**config.mk**
```make
export PLATFORM = sky130hd
export DESIGN_NAME = mas_alarm_monitor
export DESIGN_NICKNAME = d
export VERILOG_FILES = /design/src/core/mas_pkg.sv /design/src/core/mas_hist_if.sv /design/src/core/mas_hist_mem.sv /design/src/core/mas_info.sv /design/src/core/mas_alarm_monitor.sv
export SDC_FILE = /design/constraint.sdc
export NUM_CORES = 1
export LEC_CHECK = 0
export BUFFER_PORTS_ARGS = -buffer_cell sky130_fd_sc_hd__clkbuf_2
export CORE_MARGIN = 5
export CORE_UTILIZATION = 30
export DETAILED_ROUTE_END_ITERATION = 6
export PLACE_DENSITY = 0.51
export RECOVER_POWER = 100
export SLEW_MARGIN = 20
export SYNTH_ARGS = -nofsm -noshare
export SYNTH_HDL_FRONTEND = slang
export SYNTH_SLANG_ARGS = --single-unit
```
**constraint.sdc**
```tcl
create_clock -name clock_i -period 3.4 [get_ports clock_i]
set_input_delay 0.17 -clock clock_i [delete_from_list [all_inputs] [get_ports clock_i]]
set_output_delay 0.17 -clock clock_i [all_outputs]
set_load 0.01 [all_outputs]
```
**src/core/mas_pkg.sv**
```systemverilog
// Shared constants for the motor alarm and status monitor.
// Assumes a 32-bit AHB-Lite slave port and one 100 MHz clock.
package mas_pkg;
  localparam int unsigned ADDR_W     = 8;
  localparam int unsigned HIST_DEPTH = 10;
  localparam int unsigned HIST_AW    = 4;
  localparam int unsigned CODE_W     = 8;
  localparam int unsigned OPNUM_W    = 8;
  localparam int unsigned OPTYPE_W   = 4;
  localparam int unsigned STAT_W     = 3;

  // Register byte offsets
  localparam logic [ADDR_W-1:0] OFS_CTRL      = 8'h00;
  localparam logic [ADDR_W-1:0] OFS_STATUS    = 8'h04;
  localparam logic [ADDR_W-1:0] OFS_MASK      = 8'h08;
  localparam logic [ADDR_W-1:0] OFS_INFO_EN   = 8'h0C;
  localparam logic [ADDR_W-1:0] OFS_INFO_REFL = 8'h10;
  localparam logic [ADDR_W-1:0] OFS_INFO_BITS = 8'h14;
  localparam logic [ADDR_W-1:0] OFS_OP_NUM    = 8'h18;
  localparam logic [ADDR_W-1:0] OFS_OP_TYPE   = 8'h1C;
  localparam logic [ADDR_W-1:0] OFS_HIST_SEL  = 8'h20;
  localparam logic [ADDR_W-1:0] OFS_HIST_DATA = 8'h24;
  localparam logic [ADDR_W-1:0] OFS_HIST_CNT  = 8'h28;
  localparam logic [ADDR_W-1:0] OFS_ALM_STATE = 8'h2C;

  // Field positions and reset values
  localparam int unsigned CTRL_MECH_BIT    = 0;
  localparam int unsigned CTRL_AUTOCLR_BIT = 1;
  localparam logic [1:0]  CTRL_RST         = 2'h2;
  localparam int unsigned STAT_ALARM       = 0;
  localparam int unsigned STAT_RELEASE     = 1;
  localparam int unsigned STAT_INFO        = 2;
  localparam logic [STAT_W-1:0] MASK_RST   = 3'h0;
  localparam logic        INFO_EN_RST_BIT  = 1'b1;
  localparam logic        INFO_RF_RST_BIT  = 1'b1;

  localparam logic [OPNUM_W:0]    OP_NUM_NONE  = 9'h1FF;
  localparam logic [OPTYPE_W-1:0] OP_TYPE_IDLE = 4'h0;
  localparam logic [OPTYPE_W-1:0] OP_TYPE_RSVD = 4'hC;
  localparam logic [OPTYPE_W-1:0] OP_TYPE_MAX  = 4'hD;

  typedef enum {ST_RUN, ST_ALARM} mas_state_t;
endpackage : mas_pkg

```
**src/core/mas_hist_if.sv**
```systemverilog
// Write and read lanes between the monitor and its alarm history store.
// Assumes both ends share the monitor clock.
`timescale 1ns/1ps
interface mas_hist_if #(
  parameter int unsigned AW = 4,
  parameter int unsigned DW = 8
);
  logic          wr_en;
  logic [AW-1:0] wr_addr;
  logic [DW-1:0] wr_data;
  logic [AW-1:0] rd_addr;
  logic [DW-1:0] rd_data;
  modport ctl (output wr_en, wr_addr, wr_data, rd_addr, input rd_data);
  modport mem (input wr_en, wr_addr, wr_data, rd_addr, output rd_data);
endinterface : mas_hist_if

```
**src/core/mas_hist_mem.sv**
```systemverilog
// Alarm history store, one code per slot, registered read port.
// Assumes the controller keeps both addresses below DEPTH.
`timescale 1ns/1ps
module mas_hist_mem #(
  parameter int unsigned DEPTH = 10,
  parameter int unsigned DW    = 8
) (
  input  wire logic clock_i,
  input  wire logic ce_i,
  mas_hist_if.mem   hif
);
  logic [DW-1:0] mem_q [DEPTH];

  always_ff @(posedge clock_i) begin
    if (ce_i) begin
      if (hif.wr_en) begin
        mem_q[hif.wr_addr] <= hif.wr_data;
      end
      hif.rd_data <= mem_q[hif.rd_addr];
    end
  end
endmodule : mas_hist_mem

```
**src/core/mas_info.sv**
```systemverilog
// Warning-level information flags with auto clear and reflect control.
// Assumes conditions arrive as synchronous levels from threshold logic.
`timescale 1ns/1ps
module mas_info #(
  parameter int unsigned N = 8
) (
  input  wire logic         clock_i,
  input  wire logic         rst_i,
  input  wire logic         ce_i,
  input  wire logic [N-1:0] cond_i,
  input  wire logic [N-1:0] en_i,
  input  wire logic [N-1:0] reflect_i,
  input  wire logic         auto_clr_i,
  input  wire logic [N-1:0] clr_i,
  output logic      [N-1:0] bits_o,
  output logic              info_o,
  output logic              raise_o
);
  logic [N-1:0] bits_d;
  logic [N-1:0] hit;

  assign hit = cond_i & en_i;

  for (genvar i = 0; i < N; i++) begin : g_flag
    always_comb begin
      bits_d[i] = bits_o[i];
      if (hit[i]) begin
        bits_d[i] = 1'b1;
      end else if (clr_i[i] || (auto_clr_i && !cond_i[i])) begin
        bits_d[i] = 1'b0;
      end
    end
  end

  always_ff @(posedge clock_i) begin
    if (rst_i) begin
      bits_o  <= '0;
      raise_o <= 1'b0;
    end else if (ce_i) begin
      bits_o  <= bits_d;
      raise_o <= |(bits_d & ~bits_o);
    end
  end

  // general output only for reflected flags
  always_ff @(posedge clock_i) begin
    if (rst_i) begin
      info_o <= 1'b0;
    end else if (ce_i) begin
      info_o <= |(bits_d & reflect_i);
    end
  end
endmodule : mas_info

```
**src/core/mas_alarm_monitor.sv**
```systemverilog
// Alarm latch, operation status and alarm history for a stepping driver.
// Assumes synchronous inputs, an AHB-Lite master and a single clock.
// Functional notes
// - On a fault, drop alarm-ok, motion-active and pulse-ready together.
// - Same edge, halt the motor at once with no ramp.
// - Clear input releases alarm; raise alarm-ok, ready and pulse-ready.
// - Data number reads -1 at power-up or without stored data.
// - Data number holds the last executed number while stopped.
// - Operation type is 0 to 13, value 12 never shown.
// - One config bit follows sensor limits (0) or disables them (1).
// - Keep last ten alarms, readable newest first.
// - Raise information flags from enabled conditions.
// - Information raises general output unless set to own bit only.
// - Information never stops the motor.
//
// Design decisions made here: the AHB-Lite interface to the registers and the register offsets.
`timescale 1ns/1ps
module mas_alarm_monitor
  import mas_pkg::*;
#(
  parameter int unsigned NFAULT = 8,
  parameter int unsigned NINFO  = 8
) (
  input  wire logic                 clock_i,
  input  wire logic                 rst_i,
  input  wire logic                 ce_i,
  input  wire logic [NFAULT-1:0]    fault_i,
  input  wire logic                 alarm_clear_in_i,
  input  wire logic                 op_start_i,
  input  wire logic                 op_busy_i,
  input  wire logic                 op_data_valid_i,
  input  wire logic [OPNUM_W-1:0]   op_data_num_i,
  input  wire logic [OPTYPE_W-1:0]  op_type_i,
  input  wire logic [NINFO-1:0]     info_cond_i,
  input  wire logic                 hsel_i,
  input  wire logic [31:0]          haddr_i,
  input  wire logic [1:0]           htrans_i,
  input  wire logic                 hwrite_i,
  input  wire logic [2:0]           hsize_i,
  input  wire logic [31:0]          hwdata_i,
  input  wire logic                 hready_i,
  output logic      [31:0]          hrdata_o,
  output logic                      hreadyout_o,
  output logic                      hresp_o,
  output logic                      alarm_ok_out_o,
  output logic                      pulse_input_ready_out_o,
  output logic                      motion_active_o,
  output logic                      ready_o,
  output logic                      motor_halt_o,
  output logic                      mech_prot_disable_o,
  output logic      [OPNUM_W:0]     op_info0_o,
  output logic      [OPTYPE_W-1:0]  op_info1_o,
  output logic      [NINFO-1:0]     info_bits_o,
  output logic                      info_out_o,
  output logic                      irq_o
);
  mas_state_t          state_q;
  logic                armed_q;
  logic [1:0]          ctrl_q;
  logic [STAT_W-1:0]   stat_q;
  logic [STAT_W-1:0]   mask_q;
  logic [NINFO-1:0]    info_en_q;
  logic [NINFO-1:0]    info_refl_q;
  logic [HIST_AW-1:0]  wp_q;
  logic [HIST_AW-1:0]  cnt_q;
  logic [HIST_AW-1:0]  sel_q;
  logic                wr_pend_q;
  logic [ADDR_W-1:0]   wa_q;
  logic                fault_any;
  logic                alarm_set;
  logic                alarm_rel;
  logic                acc;
  logic                rd_acc;
  logic                wr_now;
  logic [NINFO-1:0]    info_clr;
  logic                info_raise;
  logic [STAT_W-1:0]   stat_ev;
  logic [31:0]         rdata_d;
  logic [4:0]          ri;

  mas_hist_if #(.AW(HIST_AW), .DW(CODE_W)) hist_if ();

  // Lowest set fault bit plus one; zero means no fault
  function automatic logic [CODE_W-1:0] fault_code(
    input logic [NFAULT-1:0] f
  );
    fault_code = 8'h00;
    for (int i = NFAULT - 1; i >= 0; i--) begin
      if (f[i]) begin
        fault_code = CODE_W'(i + 1);
      end
    end
  endfunction : fault_code

  function automatic logic [31:0] zext(input logic [NINFO-1:0] v);
    zext = 32'(v);
  endfunction : zext

  assign fault_any = |fault_i;
  assign alarm_set = ce_i && (state_q == ST_RUN) && fault_any;
  // release needs clear with every cause gone
  assign alarm_rel = ce_i && (state_q == ST_ALARM) && alarm_clear_in_i
                     && !fault_any;

  always_ff @(posedge clock_i) begin
    if (rst_i) begin
      state_q <= ST_RUN;
    end else if (ce_i) begin
      case (state_q)
        ST_RUN: begin
          if (fault_any) begin
            state_q <= ST_ALARM;
          end
        end
        ST_ALARM: begin
          if (alarm_rel) begin
            state_q <= ST_RUN;
          end
        end
        default: begin
          state_q <= ST_ALARM;
        end
      endcase
    end
  end

  // all three drop on the same edge
  // halt is raised on that edge too
  always_ff @(posedge clock_i) begin
    if (rst_i) begin
      alarm_ok_out_o          <= 1'b1;
      pulse_input_ready_out_o <= 1'b1;
      ready_o                 <= 1'b1;
      motor_halt_o            <= 1'b0;
    end else if (alarm_set) begin
      alarm_ok_out_o          <= 1'b0;
      pulse_input_ready_out_o <= 1'b0;
      ready_o                 <= 1'b0;
      motor_halt_o            <= 1'b1;
    end else if (alarm_rel) begin
      alarm_ok_out_o          <= 1'b1;
      pulse_input_ready_out_o <= 1'b1;
      ready_o                 <= 1'b1;
      motor_halt_o            <= 1'b0;
    end
  end

  // motion needs a fresh start after any alarm
  always_ff @(posedge clock_i) begin
    if (rst_i) begin
      armed_q         <= 1'b0;
      motion_active_o <= 1'b0;
    end else if (ce_i) begin
      if (alarm_set || state_q != ST_RUN) begin
        armed_q         <= 1'b0;
        motion_active_o <= 1'b0;
      end else begin
        armed_q         <= armed_q || op_start_i;
        motion_active_o <= op_busy_i && (armed_q || op_start_i);
      end
    end
  end

  // number, or -1 when stored data is not used
  always_ff @(posedge clock_i) begin
    if (rst_i) begin
      op_info0_o <= OP_NUM_NONE;
    end else if (ce_i && op_start_i && state_q == ST_RUN && !fault_any) begin
      op_info0_o <= op_data_valid_i ? {1'b0, op_data_num_i} : OP_NUM_NONE;
    end
  end

  // reserved or out-of-range types read as idle
  always_ff @(posedge clock_i) begin
    if (rst_i) begin
      op_info1_o <= OP_TYPE_IDLE;
    end else if (ce_i) begin
      if (motion_active_o && op_type_i != OP_TYPE_RSVD
          && op_type_i <= OP_TYPE_MAX) begin
        op_info1_o <= op_type_i;
      end else begin
        op_info1_o <= OP_TYPE_IDLE;
      end
    end
  end

  // circular history, newest slot just below the pointer
  always_ff @(posedge clock_i) begin
    if (rst_i) begin
      wp_q  <= '0;
      cnt_q <= '0;
    end else if (alarm_set) begin
      wp_q  <= (wp_q == HIST_AW'(HIST_DEPTH - 1)) ? '0 : wp_q + 4'h1;
      if (cnt_q != HIST_AW'(HIST_DEPTH)) begin
        cnt_q <= cnt_q + 4'h1;
      end
    end
  end

  always_comb begin
    ri = 5'(wp_q) + 5'(HIST_DEPTH) - 5'h01 - 5'(sel_q);
    if (ri >= 5'(HIST_DEPTH)) begin
      ri = ri - 5'(HIST_DEPTH);
    end
  end

  assign hist_if.wr_en   = alarm_set;
  assign hist_if.wr_addr = wp_q;
  assign hist_if.wr_data = fault_code(fault_i);
  assign hist_if.rd_addr = ri[HIST_AW-1:0];

  mas_hist_mem #(.DEPTH(HIST_DEPTH), .DW(CODE_W)) u_hist (
    .clock_i (clock_i),
    .ce_i    (ce_i),
    .hif     (hist_if.mem)
  );

  // information path has no link to the halt logic
  mas_info #(.N(NINFO)) u_info (
    .clock_i    (clock_i),
    .rst_i      (rst_i),
    .ce_i       (ce_i),
    .cond_i     (info_cond_i),
    .en_i       (info_en_q),
    .reflect_i  (info_refl_q),
    .auto_clr_i (ctrl_q[CTRL_AUTOCLR_BIT]),
    .clr_i      (info_clr),
    .bits_o     (info_bits_o),
    .info_o     (info_out_o),
    .raise_o    (info_raise)
  );

  // Bus slave: zero wait, always OKAY
  assign hreadyout_o = 1'b1;
  assign hresp_o     = 1'b0;
  assign acc    = ce_i && hsel_i && hready_i && htrans_i[1];
  assign rd_acc = acc && !hwrite_i;
  assign wr_now = ce_i && wr_pend_q;
  assign info_clr = (wr_now && wa_q == OFS_INFO_BITS)
                    ? hwdata_i[NINFO-1:0] : '0;

  always_ff @(posedge clock_i) begin
    if (rst_i) begin
      wr_pend_q <= 1'b0;
      wa_q      <= '0;
    end else if (ce_i) begin
      wr_pend_q <= acc && hwrite_i;
      wa_q      <= haddr_i[ADDR_W-1:0];
    end
  end

  // mechanism protection select, default follows sensor
  always_ff @(posedge clock_i) begin
    if (rst_i) begin
      ctrl_q      <= CTRL_RST;
      mask_q      <= MASK_RST;
      info_en_q   <= {NINFO{INFO_EN_RST_BIT}};
      info_refl_q <= {NINFO{INFO_RF_RST_BIT}};
      sel_q       <= '0;
    end else if (wr_now) begin
      case (wa_q)
        OFS_CTRL:      ctrl_q      <= hwdata_i[1:0];
        OFS_MASK:      mask_q      <= hwdata_i[STAT_W-1:0];
        OFS_INFO_EN:   info_en_q   <= hwdata_i[NINFO-1:0];
        OFS_INFO_REFL: info_refl_q <= hwdata_i[NINFO-1:0];
        OFS_HIST_SEL:  sel_q       <= hwdata_i[HIST_AW-1:0];
        default: begin
        end
      endcase
    end
  end

  assign mech_prot_disable_o = ctrl_q[CTRL_MECH_BIT];

  // Sticky events; a read clears, a new event in that cycle survives
  assign stat_ev = {info_raise, alarm_rel, alarm_set};
  always_ff @(posedge clock_i) begin
    if (rst_i) begin
      stat_q <= '0;
    end else if (ce_i) begin
      if (rd_acc && haddr_i[ADDR_W-1:0] == OFS_STATUS) begin
        stat_q <= stat_ev;
      end else begin
        stat_q <= stat_q | stat_ev;
      end
    end
  end

  always_ff @(posedge clock_i) begin
    if (rst_i) begin
      irq_o <= 1'b0;
    end else if (ce_i) begin
      irq_o <= |(stat_q & mask_q);
    end
  end

  always_comb begin
    rdata_d = 32'h0000_0000;
    case (haddr_i[ADDR_W-1:0])
      OFS_CTRL:      rdata_d = 32'(ctrl_q);
      OFS_STATUS:    rdata_d = 32'(stat_q);
      OFS_MASK:      rdata_d = 32'(mask_q);
      OFS_INFO_EN:   rdata_d = zext(info_en_q);
      OFS_INFO_REFL: rdata_d = zext(info_refl_q);
      OFS_INFO_BITS: rdata_d = zext(info_bits_o);
      OFS_OP_NUM:    rdata_d = {{23{op_info0_o[OPNUM_W]}}, op_info0_o};
      OFS_OP_TYPE:   rdata_d = 32'(op_info1_o);
      OFS_HIST_SEL:  rdata_d = 32'(sel_q);
      OFS_HIST_DATA: rdata_d = (sel_q < cnt_q) ? 32'(hist_if.rd_data)
                                               : 32'h0000_0000;
      OFS_HIST_CNT:  rdata_d = 32'(cnt_q);
      OFS_ALM_STATE: rdata_d = {22'h00_0000, 1'b0, fault_code(fault_i),
                                state_q == ST_ALARM};
      default:       rdata_d = 32'h0000_0000;
    endcase
  end

  always_ff @(posedge clock_i) begin
    if (rst_i) begin
      hrdata_o <= 32'h0000_0000;
    end else if (rd_acc) begin
      hrdata_o <= rdata_d;
    end
  end
endmodule : mas_alarm_monitor

```
==> impl_metrics.json, run 1 <==
{
  "path_delay_family": "adder cells",
  "syn-num-nets": 821,
  "finalWirelength_mm": 19.2,
  "hpwl_mm": 14.0,
  "ys_types": 69,
  "drt_iter0_drc": 433,
  "cts_sinks": 127,
  "cp_max_fo": 7,
  "fp-row-count": 54,
  "endpoint_kind": "register",
  "die_w_um": 158,
  "netlist_instances": 700,
  "diodes": 0,
  "avgViaCountPerCell": 5.00,
  "fin_util_pct": 36.6,
  "finalSetupViolCount": 0,
  "hold_viol_final": 0,
  "synth_flop_cell": "dfxtp_1",
  "period_share_pct": 96.1,
  "required_ps": 3550,
  "worst_slew_pin_slew_ps": 990,
  "grt_pass1_vias": 5172,
  "clk_pin_slew_ps": 60,
  "rsz0062_at_grt": "true",
  "final_common_cell": "nor2_1",
  "cts_tree": "done",
  "drive_above_1_share_pct": 14.6,
  "clockBufferDepth": 2,
  "cts_setup_buffers": 0,
  "r2r_slack_ps": 130,
  "grt_max_degree": 45,
  "avgRoutedWirePerCell_um": 17.5,
  "io_buffers": 115,
  "path_cells": "inv_1 > ha_1 > inv_1 > ha_1 > fa_1 > inv_2 > ha_4 > o21ai_0 > o2bb2ai_1 > nor3_4 > o21bai_2 > mux2_1 > nand3_1 > nand3_1",
  "tns_ps": 0,
  "dr.pass1.iters": 6,
  "p_leak_nw": 3.06,
  "ys_seq_area_share_pct": 45.3,
  "antenna_left": 0,
  "power_density_nw_per_um2": 506,
  "fp.coreArea_um2": 21700,
  "async_flop_share_pct": 0,
  "grt_antenna_before_repair": 0,
  "start_util_pct": 30.4,
  "critPathKind": "register to register",
  "final_area_um2": 7940,
  "cts_made_buffers": 17,
  "crit_buf_inv": 3,
  "yosys_warnings": 0,
  "slew_headroom_pct": 32.3,
  "dp_cells": 1052,
  "synth_edf_count": 44,
  "fmaxAchievable_mhz": 306,
  "root_buffer": "clkbuf_16",
  "instances_no_fill": 1097,
  "drc_errors": 0,
  "grt_first_pass_wirelength_mm": 29.0,
  "die-height_um": 158,
  "layout_min_cycle_time_ps": 3270,
  "fin_ws_ps": 133,
  "status": "finished, final reports clean",
  "grt_use_total_pct": 15.1,
  "drv_slew": 0,
  "num_io_pins": 170,
  "clk_latency_ps": 420,
  "area_delta_synth_final_pct": 20.6,
  "cpPeakStageDelay_ps": 520,
  "crit_path_start_kind": "register",
  "gr-total-overflow": 0,
  "peakVddDrop_mv": 0.340,
  "post-place-ws_ps": 27.4,
  "hold_class": "input port to register",
  "crit_arrival_ps": 3420,
  "crit_slowest_cell": "fa_1",
  "drv_cap": 0,
  "synthesis.area_um2": 6580,
  "avgSynthCellArea_um2": 9.40,
  "vias": 5482,
  "nets": 925,
  "ys_ff_latch": 127,
  "finalPower_mw": 4.02,
  "htree_levels": 4,
  "clock_skew_ps": 9.59,
  "dieArea_um2": 25000,
  "gp_congestion": 0.833,
  "placed_cell_area_um2": 7280,
  "worst_hold_slack_ps": 12.5,
  "mostFrequentLayoutCells": "nor2_1, dfxtp_1, clkbuf_1"
}
## area by class of cell
type,count,area (um^2)
Clock inverter,14,193
Fill cell,2229,13800
Multi-Input combinational cell,476,3110
Clock buffer,18,429
Inverter,39,146
Timing Repair Buffer,143,731
Sequential cell,127,2980
Tap cell,280,350
## power breakdown
part / leakage, nW / internal [mW] / switching, mW
clock: 0.296 / 1.23 / 0.685
combinational: 1.68 / 0.191 / 0.267
sequential: 1.08 / 1.61 / 0.0336
## cell usage after synthesis, drive strengths merged (5+ instances only)
cell type	number	area (um^2)
nor2b	16	100
nor3b	13	97.6
a31oi	6	37.5
edfxtp	44	1320
dfxtp	83	1660
nor2	95	359
inv	38	143
o22ai	5	31.3
mux4	6	135
a21oi	45	225
nand2	49	184
ha	13	163
a211o	19	166
nand3	21	105
mux2	8	90.1
o21ai	31	166
mux2i	29	290
nor3	17	100
o21bai	11	93.8
and3	7	43.8
nand2b	12	75.1
clkbuf	18	67.6
buf	41	283
a211oi	10	85.1
a22oi	6	45.0
## path summary, 6_finish.rpt
check | startpoint | to | cells past startpoint
setup / recovery | hist_if.wr_addr[1] | u_hist.hif.rd_data[2] | 14
hold / removal | op_type_i[3] | op_info1_o[3] | 3
setup reg to reg | hist_if.wr_addr[1] | u_hist.hif.rd_data[2] | 14
hold reg to reg | hrdata_o[1] | hrdata_o[1] | 2
## worst reg2reg max path, cell delays in order (launching register included)
cell,delay (ps)
dfxtp_1,320
inv_1,70
ha_1,270
inv_1,40
ha_1,210
fa_1,520
inv_2,60
ha_4,160
o21ai_0,70
o2bb2ai_1,190
nor3_4,90
o21bai_2,410
mux2_1,410
nand3_1,100
nand3_1,100
## registers in the layout, indices dropped and copies added, names as in the netlist, 4 cells and up
signal              cells
hist_if.wr_addr         4
info_refl_q             8
u_hist.hif.rd_data      4
wa_q                    8
cnt_q                   4
u_hist.mem_q           40
op_info1_o              4
hrdata_o                9
sel_q                   4
op_info0_o              9
info_en_q               8
u_info.bits_o           8
## layer usage
metal  vias up  GRT usage (%)  wire length (um)
met5         -              0                 0
met4         0           4.96               247
met3        16           3.36              1080
met2       164           22.0              8530
met1      2589           22.0              9330
li1       2713              -                 -
## cell families (layout without fill, tap and decap cells)
logic type | Yosys count | count (layout) | synth area share, %
AOI/OAI and AO/OA | 165 | 166 | 17.6
xor gates and xnor gates | 6 | 6 | 0.798
adders and majority gates | 14 | 14 | 2.78
buffers and inverters | 98 | 214 | 7.55
DFF | 127 | 127 | 45.3
muxes | 43 | 43 | 7.83
other | 2 | 2 | 0.114
and+or+nand+nor | 245 | 245 | 18.0
## what timing repair did
| item | in CTS | in global routing |
|---|---|---|
| gates resized for setup | 0 | 7 |
| hold buffers | 12 | 0 |
| endpoints found under the setup margin | 0 | 4 |
| endpoints found under the hold margin | 12 | 0 |
No activity file was read; power rests on OpenSTA's default activity.
==> inputs of run 2 (changes only) <==
==> constraint.sdc (replaced) <==
create_clock -name clock_i -period 2.97 [get_ports clock_i]
set_input_delay 0.1485 -clock clock_i [delete_from_list [all_inputs] [get_ports clock_i]]
set_output_delay 0.1485 -clock clock_i [all_outputs]
set_load 0.01 [all_outputs]
==> impl_metrics.json, run 2 (synthesized netlist as in run 1, its figures left out) <==
{
  "status": "finished, violations left",
  "violations": "max-capacitance violations, max-slew violations, negative setup slack",
  "final_common_cell": "nor2_1",
  "diodes": 0,
  "hold_class": "input port to register",
  "drc_errors": 0,
  "required_ps": 3140,
  "cts_tree": "done",
  "antenna_left": 0,
  "gp_congestion": 0.869,
  "grt_use_total_pct": 15.8,
  "crit_buf_inv": 4,
  "clk_pin_slew_ps": 60,
  "critPathKind": "register to register",
  "swShare_pct": 27.5,
  "vias": 5599,
  "gr-total-overflow": 0,
  "cpPeakStageDelay_ps": 530,
  "mostFrequentLayoutCells": "nor2_1, dfxtp_1, clkbuf_1",
  "fp-row-count": 54,
  "nets": 947,
  "area_delta_synth_final_pct": 23.9,
  "seqPwrFrac_pct": 41.6,
  "drv_cap": 1,
  "fmaxAchievable_mhz": 324,
  "fin_util_pct": 37.6,
  "clock_skew_ps": 11.3,
  "clk_latency_ps": 420,
  "drt_iter0_drc": 356,
  "num_io_pins": 170,
  "finalPower_mw": 4.54,
  "slew_headroom_pct": -2.83,
  "hold_viol_final": 0,
  "clockBufferDepth": 2,
  "rsz0062_at_grt": "true",
  "die_w_um": 158,
  "htree_levels": 4,
  "fin_ws_ps": -113,
  "crit_arrival_ps": 3250,
  "largest_reg_flops": 40,
  "crit_slowest_cell": "fa_1",
  "avgRoutedWirePerCell_um": 17.6,
  "root_buffer": "clkbuf_16",
  "crit_top_cell": "ha_4",
  "final_area_um2": 8160,
  "cell_internal_pwr_mw": 3.29,
  "pwr-share-clk_pct": 45.5,
  "die-height_um": 158,
  "dr.pass1.iters": 5,
  "grt_antenna_before_repair": 0,
  "worst_slew_pin_slew_ps": 1540,
  "reg.largest.list": "u_hist.mem_q: 40 flops, hrdata_o: 9 flops, op_info0_o: 9 flops",
  "drv_slew": 36,
  "peakVddDrop_mv": 0.290,
  "layout_min_cycle_time_ps": 3080,
  "path_cells": "inv_4 > ha_4 > inv_2 > ha_4 > fa_1 > inv_2 > ha_4 > nand2b_4 > a21oi_4 > nor4_4 > buf_4 > o21bai_4 > nand2_2 > o2111ai_2 > a32o_1",
  "cts_made_buffers": 17,
  "dieArea_um2": 25000,
  "grt_first_pass_wirelength_mm": 30.6,
  "cp_max_fo": 7,
  "regMostFlops": "u_hist.mem_q",
  "start_util_pct": 30.4,
  "finalWirelength_mm": 19.7,
  "tns_ps": -390,
  "io_buffers": 115,
  "p_switching_mw": 1.25,
  "avgViaCountPerCell": 5.00,
  "finalSetupViolCount": 4,
  "cts_sinks": 127,
  "grt_pass1_vias": 5375,
  "placed_cell_area_um2": 7440,
  "drive_above_1_share_pct": 17.3,
  "fp.coreArea_um2": 21700,
  "path_delay_family": "adder cells",
  "power_density_nw_per_um2": 556,
  "power_frac_comb_pct": 12.9,
  "endpoint_kind": "register",
  "crit_path_start_kind": "register",
  "period_share_pct": 104,
  "p_leak_nw": 3.15,
  "grt_max_degree": 36,
  "hpwl_mm": 14.6
}
## run 2: cell types whose count changed in the layout (fill, tap and decap cells not counted), moves of 3 or more
cell / before / now
mux2_4: 1 / 4
buf_4: 15 / 25
mux2_1: 4 / 1
dlygate4sd3_1: 12 / 17
bufinv_16: 4 / 1
clkinv_2: 3 / 0
clkbuf_1: 67 / 73
inv_6: 0 / 6
## run 2: area by class of cell
class	count	area, um^2
Clock buffer	17	425
Clock inverter	15	150
Fill cell	2218	13500
Inverter	39	149
Multi-Input combinational cell	476	3210
Sequential cell	127	2980
Tap cell	280	350
Timing Repair Buffer	165	888
## run 2: stage by stage
stage                     hold slack, ps  worst slack, ps  std cells
after floorplan                      261            -88.9        700
after global placement               399             -109       1066
after detailed placement             398             -170       1066
after CTS                           11.9             -120       1119
after global routing                20.2             -215       1119
final                               17.8             -113       1119
## run 2: path summary, 6_finish.rpt
check / from / end / slack [ps] / cells past startpoint
hold / removal: hwdata_i[3] / info_refl_q[3] / 20 / 2
setup / recovery: hist_if.wr_addr[1] / u_hist.hif.rd_data[3] / -110 / 15
hold reg to reg: wr_pend_q / wr_pend_q / 470 / 2
setup reg to reg: hist_if.wr_addr[1] / u_hist.hif.rd_data[3] / -110 / 15
## run 2: timing repair
item	4_1_cts	5_1_grt
setup endpoints to repair	4	4
setup buffers	5	0
gates cloned	1	0
pin swaps	12	5
resized for setup	16	1
hold buffers	17	0
endpoints found under the hold margin	17	0
## run 2: power by group through the flow
stage	Clock (mW)	Combinational [mW]	Sequential (mW)
floorplan	0	0.345	1.91
global placement	0	0.508	1.93
detailed placement	0	0.513	1.93
CTS	2.09	0.599	1.89
global route	2.18	0.637	1.89
finish	2.06	0.586	1.89
## run 2: metal layers
layer  vias to the layer above  global-route usage, %  part of all wire [%]
li1                       2742                      -                     -
met1                      2684                   22.3                    47
met2                       152                   24.9                    46
met3                        21                   2.54                   4.5
met4                         0                   5.04                   1.5
met5                         -                      0                     0
==> inputs of run 3 (changes only) <==
--- a/config.mk
+++ b/config.mk
@@ -9,7 +9,7 @@
 export CORE_MARGIN = 5
 export CORE_UTILIZATION = 30
 export DETAILED_ROUTE_END_ITERATION = 6
-export PLACE_DENSITY = 0.51
+export PLACE_DENSITY = 0.49
 export RECOVER_POWER = 100
 export SLEW_MARGIN = 20
 export SYNTH_ARGS = -nofsm -noshare
==> constraint.sdc (replaced) <==
create_clock -name clock_i -period 4 [get_ports clock_i]
set_input_delay 0.2 -clock clock_i [delete_from_list [all_inputs] [get_ports clock_i]]
set_output_delay 0.2 -clock clock_i [all_outputs]
set_load 0.01 [all_outputs]
==> impl_metrics.json, run 3 (synthesized netlist as in run 1, its figures left out) <==
{
  "placed_cell_area_um2": 7200,
  "num_io_pins": 170,
  "drive_above_1_share_pct": 12.7,
  "crit_path_start_kind": "register",
  "cts_made_buffers": 17,
  "largest_reg_flops": 40,
  "critPathKind": "register to register",
  "avgRoutedWirePerCell_um": 17.7,
  "endpoint_kind": "register",
  "die-height_um": 158,
  "swShare_pct": 25.8,
  "mostFrequentLayoutCells": "nor2_1, dfxtp_1, clkbuf_1",
  "cts_sinks": 127,
  "htree_levels": 4,
  "worst_hold_slack_ps": 22.8,
  "required_ps": 4140,
  "slew_headroom_pct": -44.0,
  "dr.pass1.iters": 5,
  "grt_pass1_vias": 5125,
  "layout_min_cycle_time_ps": 3520,
  "rsz0062_at_grt": "false",
  "cts_tree": "done",
  "finalSetupViolCount": 0,
  "p_leak_nw": 2.91,
  "seqPwrFrac_pct": 42.8,
  "tns_ps": 0,
  "gr-total-overflow": 0,
  "area_delta_synth_final_pct": 16.4,
  "fin_ws_ps": 476,
  "grt_first_pass_wirelength_mm": 29.4,
  "power_density_nw_per_um2": 428,
  "regMostFlops": "u_hist.mem_q",
  "cp_max_fo": 14,
  "pwr-share-clk_pct": 46.6,
  "grt_antenna_before_repair": 0,
  "die_w_um": 158,
  "final_area_um2": 7660,
  "drv_cap": 2,
  "drc_errors": 0,
  "status": "finished, violations left",
  "final_common_cell": "nor2_1",
  "reg.largest.list": "u_hist.mem_q: 40 flops, hrdata_o: 9 flops, op_info0_o: 9 flops",
  "cts_resized": 0,
  "drt_iter0_drc": 381,
  "cell_internal_pwr_mw": 2.43,
  "power_frac_comb_pct": 10.7,
  "clk_latency_ps": 420,
  "cts_setup_buffers": 0,
  "fp.coreArea_um2": 21700,
  "drv_slew": 87,
  "gp_congestion": 0.849,
  "fmaxAchievable_mhz": 284,
  "clockBufferDepth": 2,
  "finalWirelength_mm": 19.0,
  "crit_arrival_ps": 3660,
  "avgViaCountPerCell": 5.03,
  "clk_pin_slew_ps": 60,
  "hold_buffers": 0,
  "antenna_left": 0,
  "clock_skew_ps": 5.78,
  "hpwl_mm": 13.9,
  "root_buffer": "clkbuf_16",
  "vias": 5402,
  "fp-row-count": 54,
  "start_util_pct": 30.4,
  "p_switching_mw": 0.845,
  "nets": 901,
  "hold_class": "input port to register",
  "grt_max_degree": 50,
  "period_share_pct": 88.1,
  "dieArea_um2": 25000,
  "worst_slew_pin_slew_ps": 2160,
  "grt_use_total_pct": 15.4,
  "post-place-ws_ps": 456,
  "hold_viol_final": 0,
  "violations": "max-capacitance violations, max-slew violations",
  "io_buffers": 115,
  "diodes": 0,
  "peakVddDrop_mv": 0.269
}
[run 3: power groups by stage]
stage                     clock network, mW  logic, mW  registers [mW]
after global routing                   1.62      0.389            1.41
final                                  1.53      0.350            1.40
after CTS                              1.56      0.359            1.40
after floorplan                           0      0.245            1.42
after global placement                    0      0.356            1.43
after detailed placement                  0      0.358            1.43
[run 3: final timing paths]
| path | slack [ps] | startpoint | endpoint | cells past startpoint |
|---|---|---|---|---|
| min | 20 | op_type_i[3] | op_info1_o[3] | 3 |
| max reg2reg | 480 | sel_q[1] | u_hist.hif.rd_data[0] | 13 |
| max | 480 | sel_q[1] | u_hist.hif.rd_data[0] | 13 |
| min reg2reg | 460 | hrdata_o[1] | hrdata_o[1] | 2 |
[run 3: area by class of cell]
class,instances,area [um^2]
Clock buffer,17,425
Multi-Input combinational cell,475,3070
Tap cell,280,350
Sequential cell,127,2980
Fill cell,2248,14000
Clock inverter,15,161
Timing Repair Buffer,120,523
Inverter,39,146
[run 3: routing by layer]
metal	track usage (%)	vias to the layer above	share of wire, %
met2	22.6	178	44
met5	0	-	0
li1	-	2658	-
met3	2.68	27	5.3
met1	22.3	2539	48
met4	5.97	0	2.2
[run 3: critical path: stages (launching register included)]
cell and delay (ps):
dfxtp_1 440, ha_1 270, inv_1 60, ha_1 220, fa_1 470, inv_1 90
ha_1 250, nand2b_1 130, a21oi_1 70, nor4_1 230, o21bai_4 300, mux2_1 370
o21ai_0 170, o221ai_1 170
[run 3: metrics by stage]
| step | util [%] | std cells | total power [mW] |
|---|---|---|---|
| floorplan | - | 700 | 1.67 |
| global placement | 33.2 | 1041 | 1.79 |
| detailed placement | 33.2 | 1041 | 1.79 |
| CTS | 35.9 | 1073 | 3.32 |
| global route | 35.3 | 1073 | 3.41 |
| finish | 35.3 | 1073 | 3.28 |
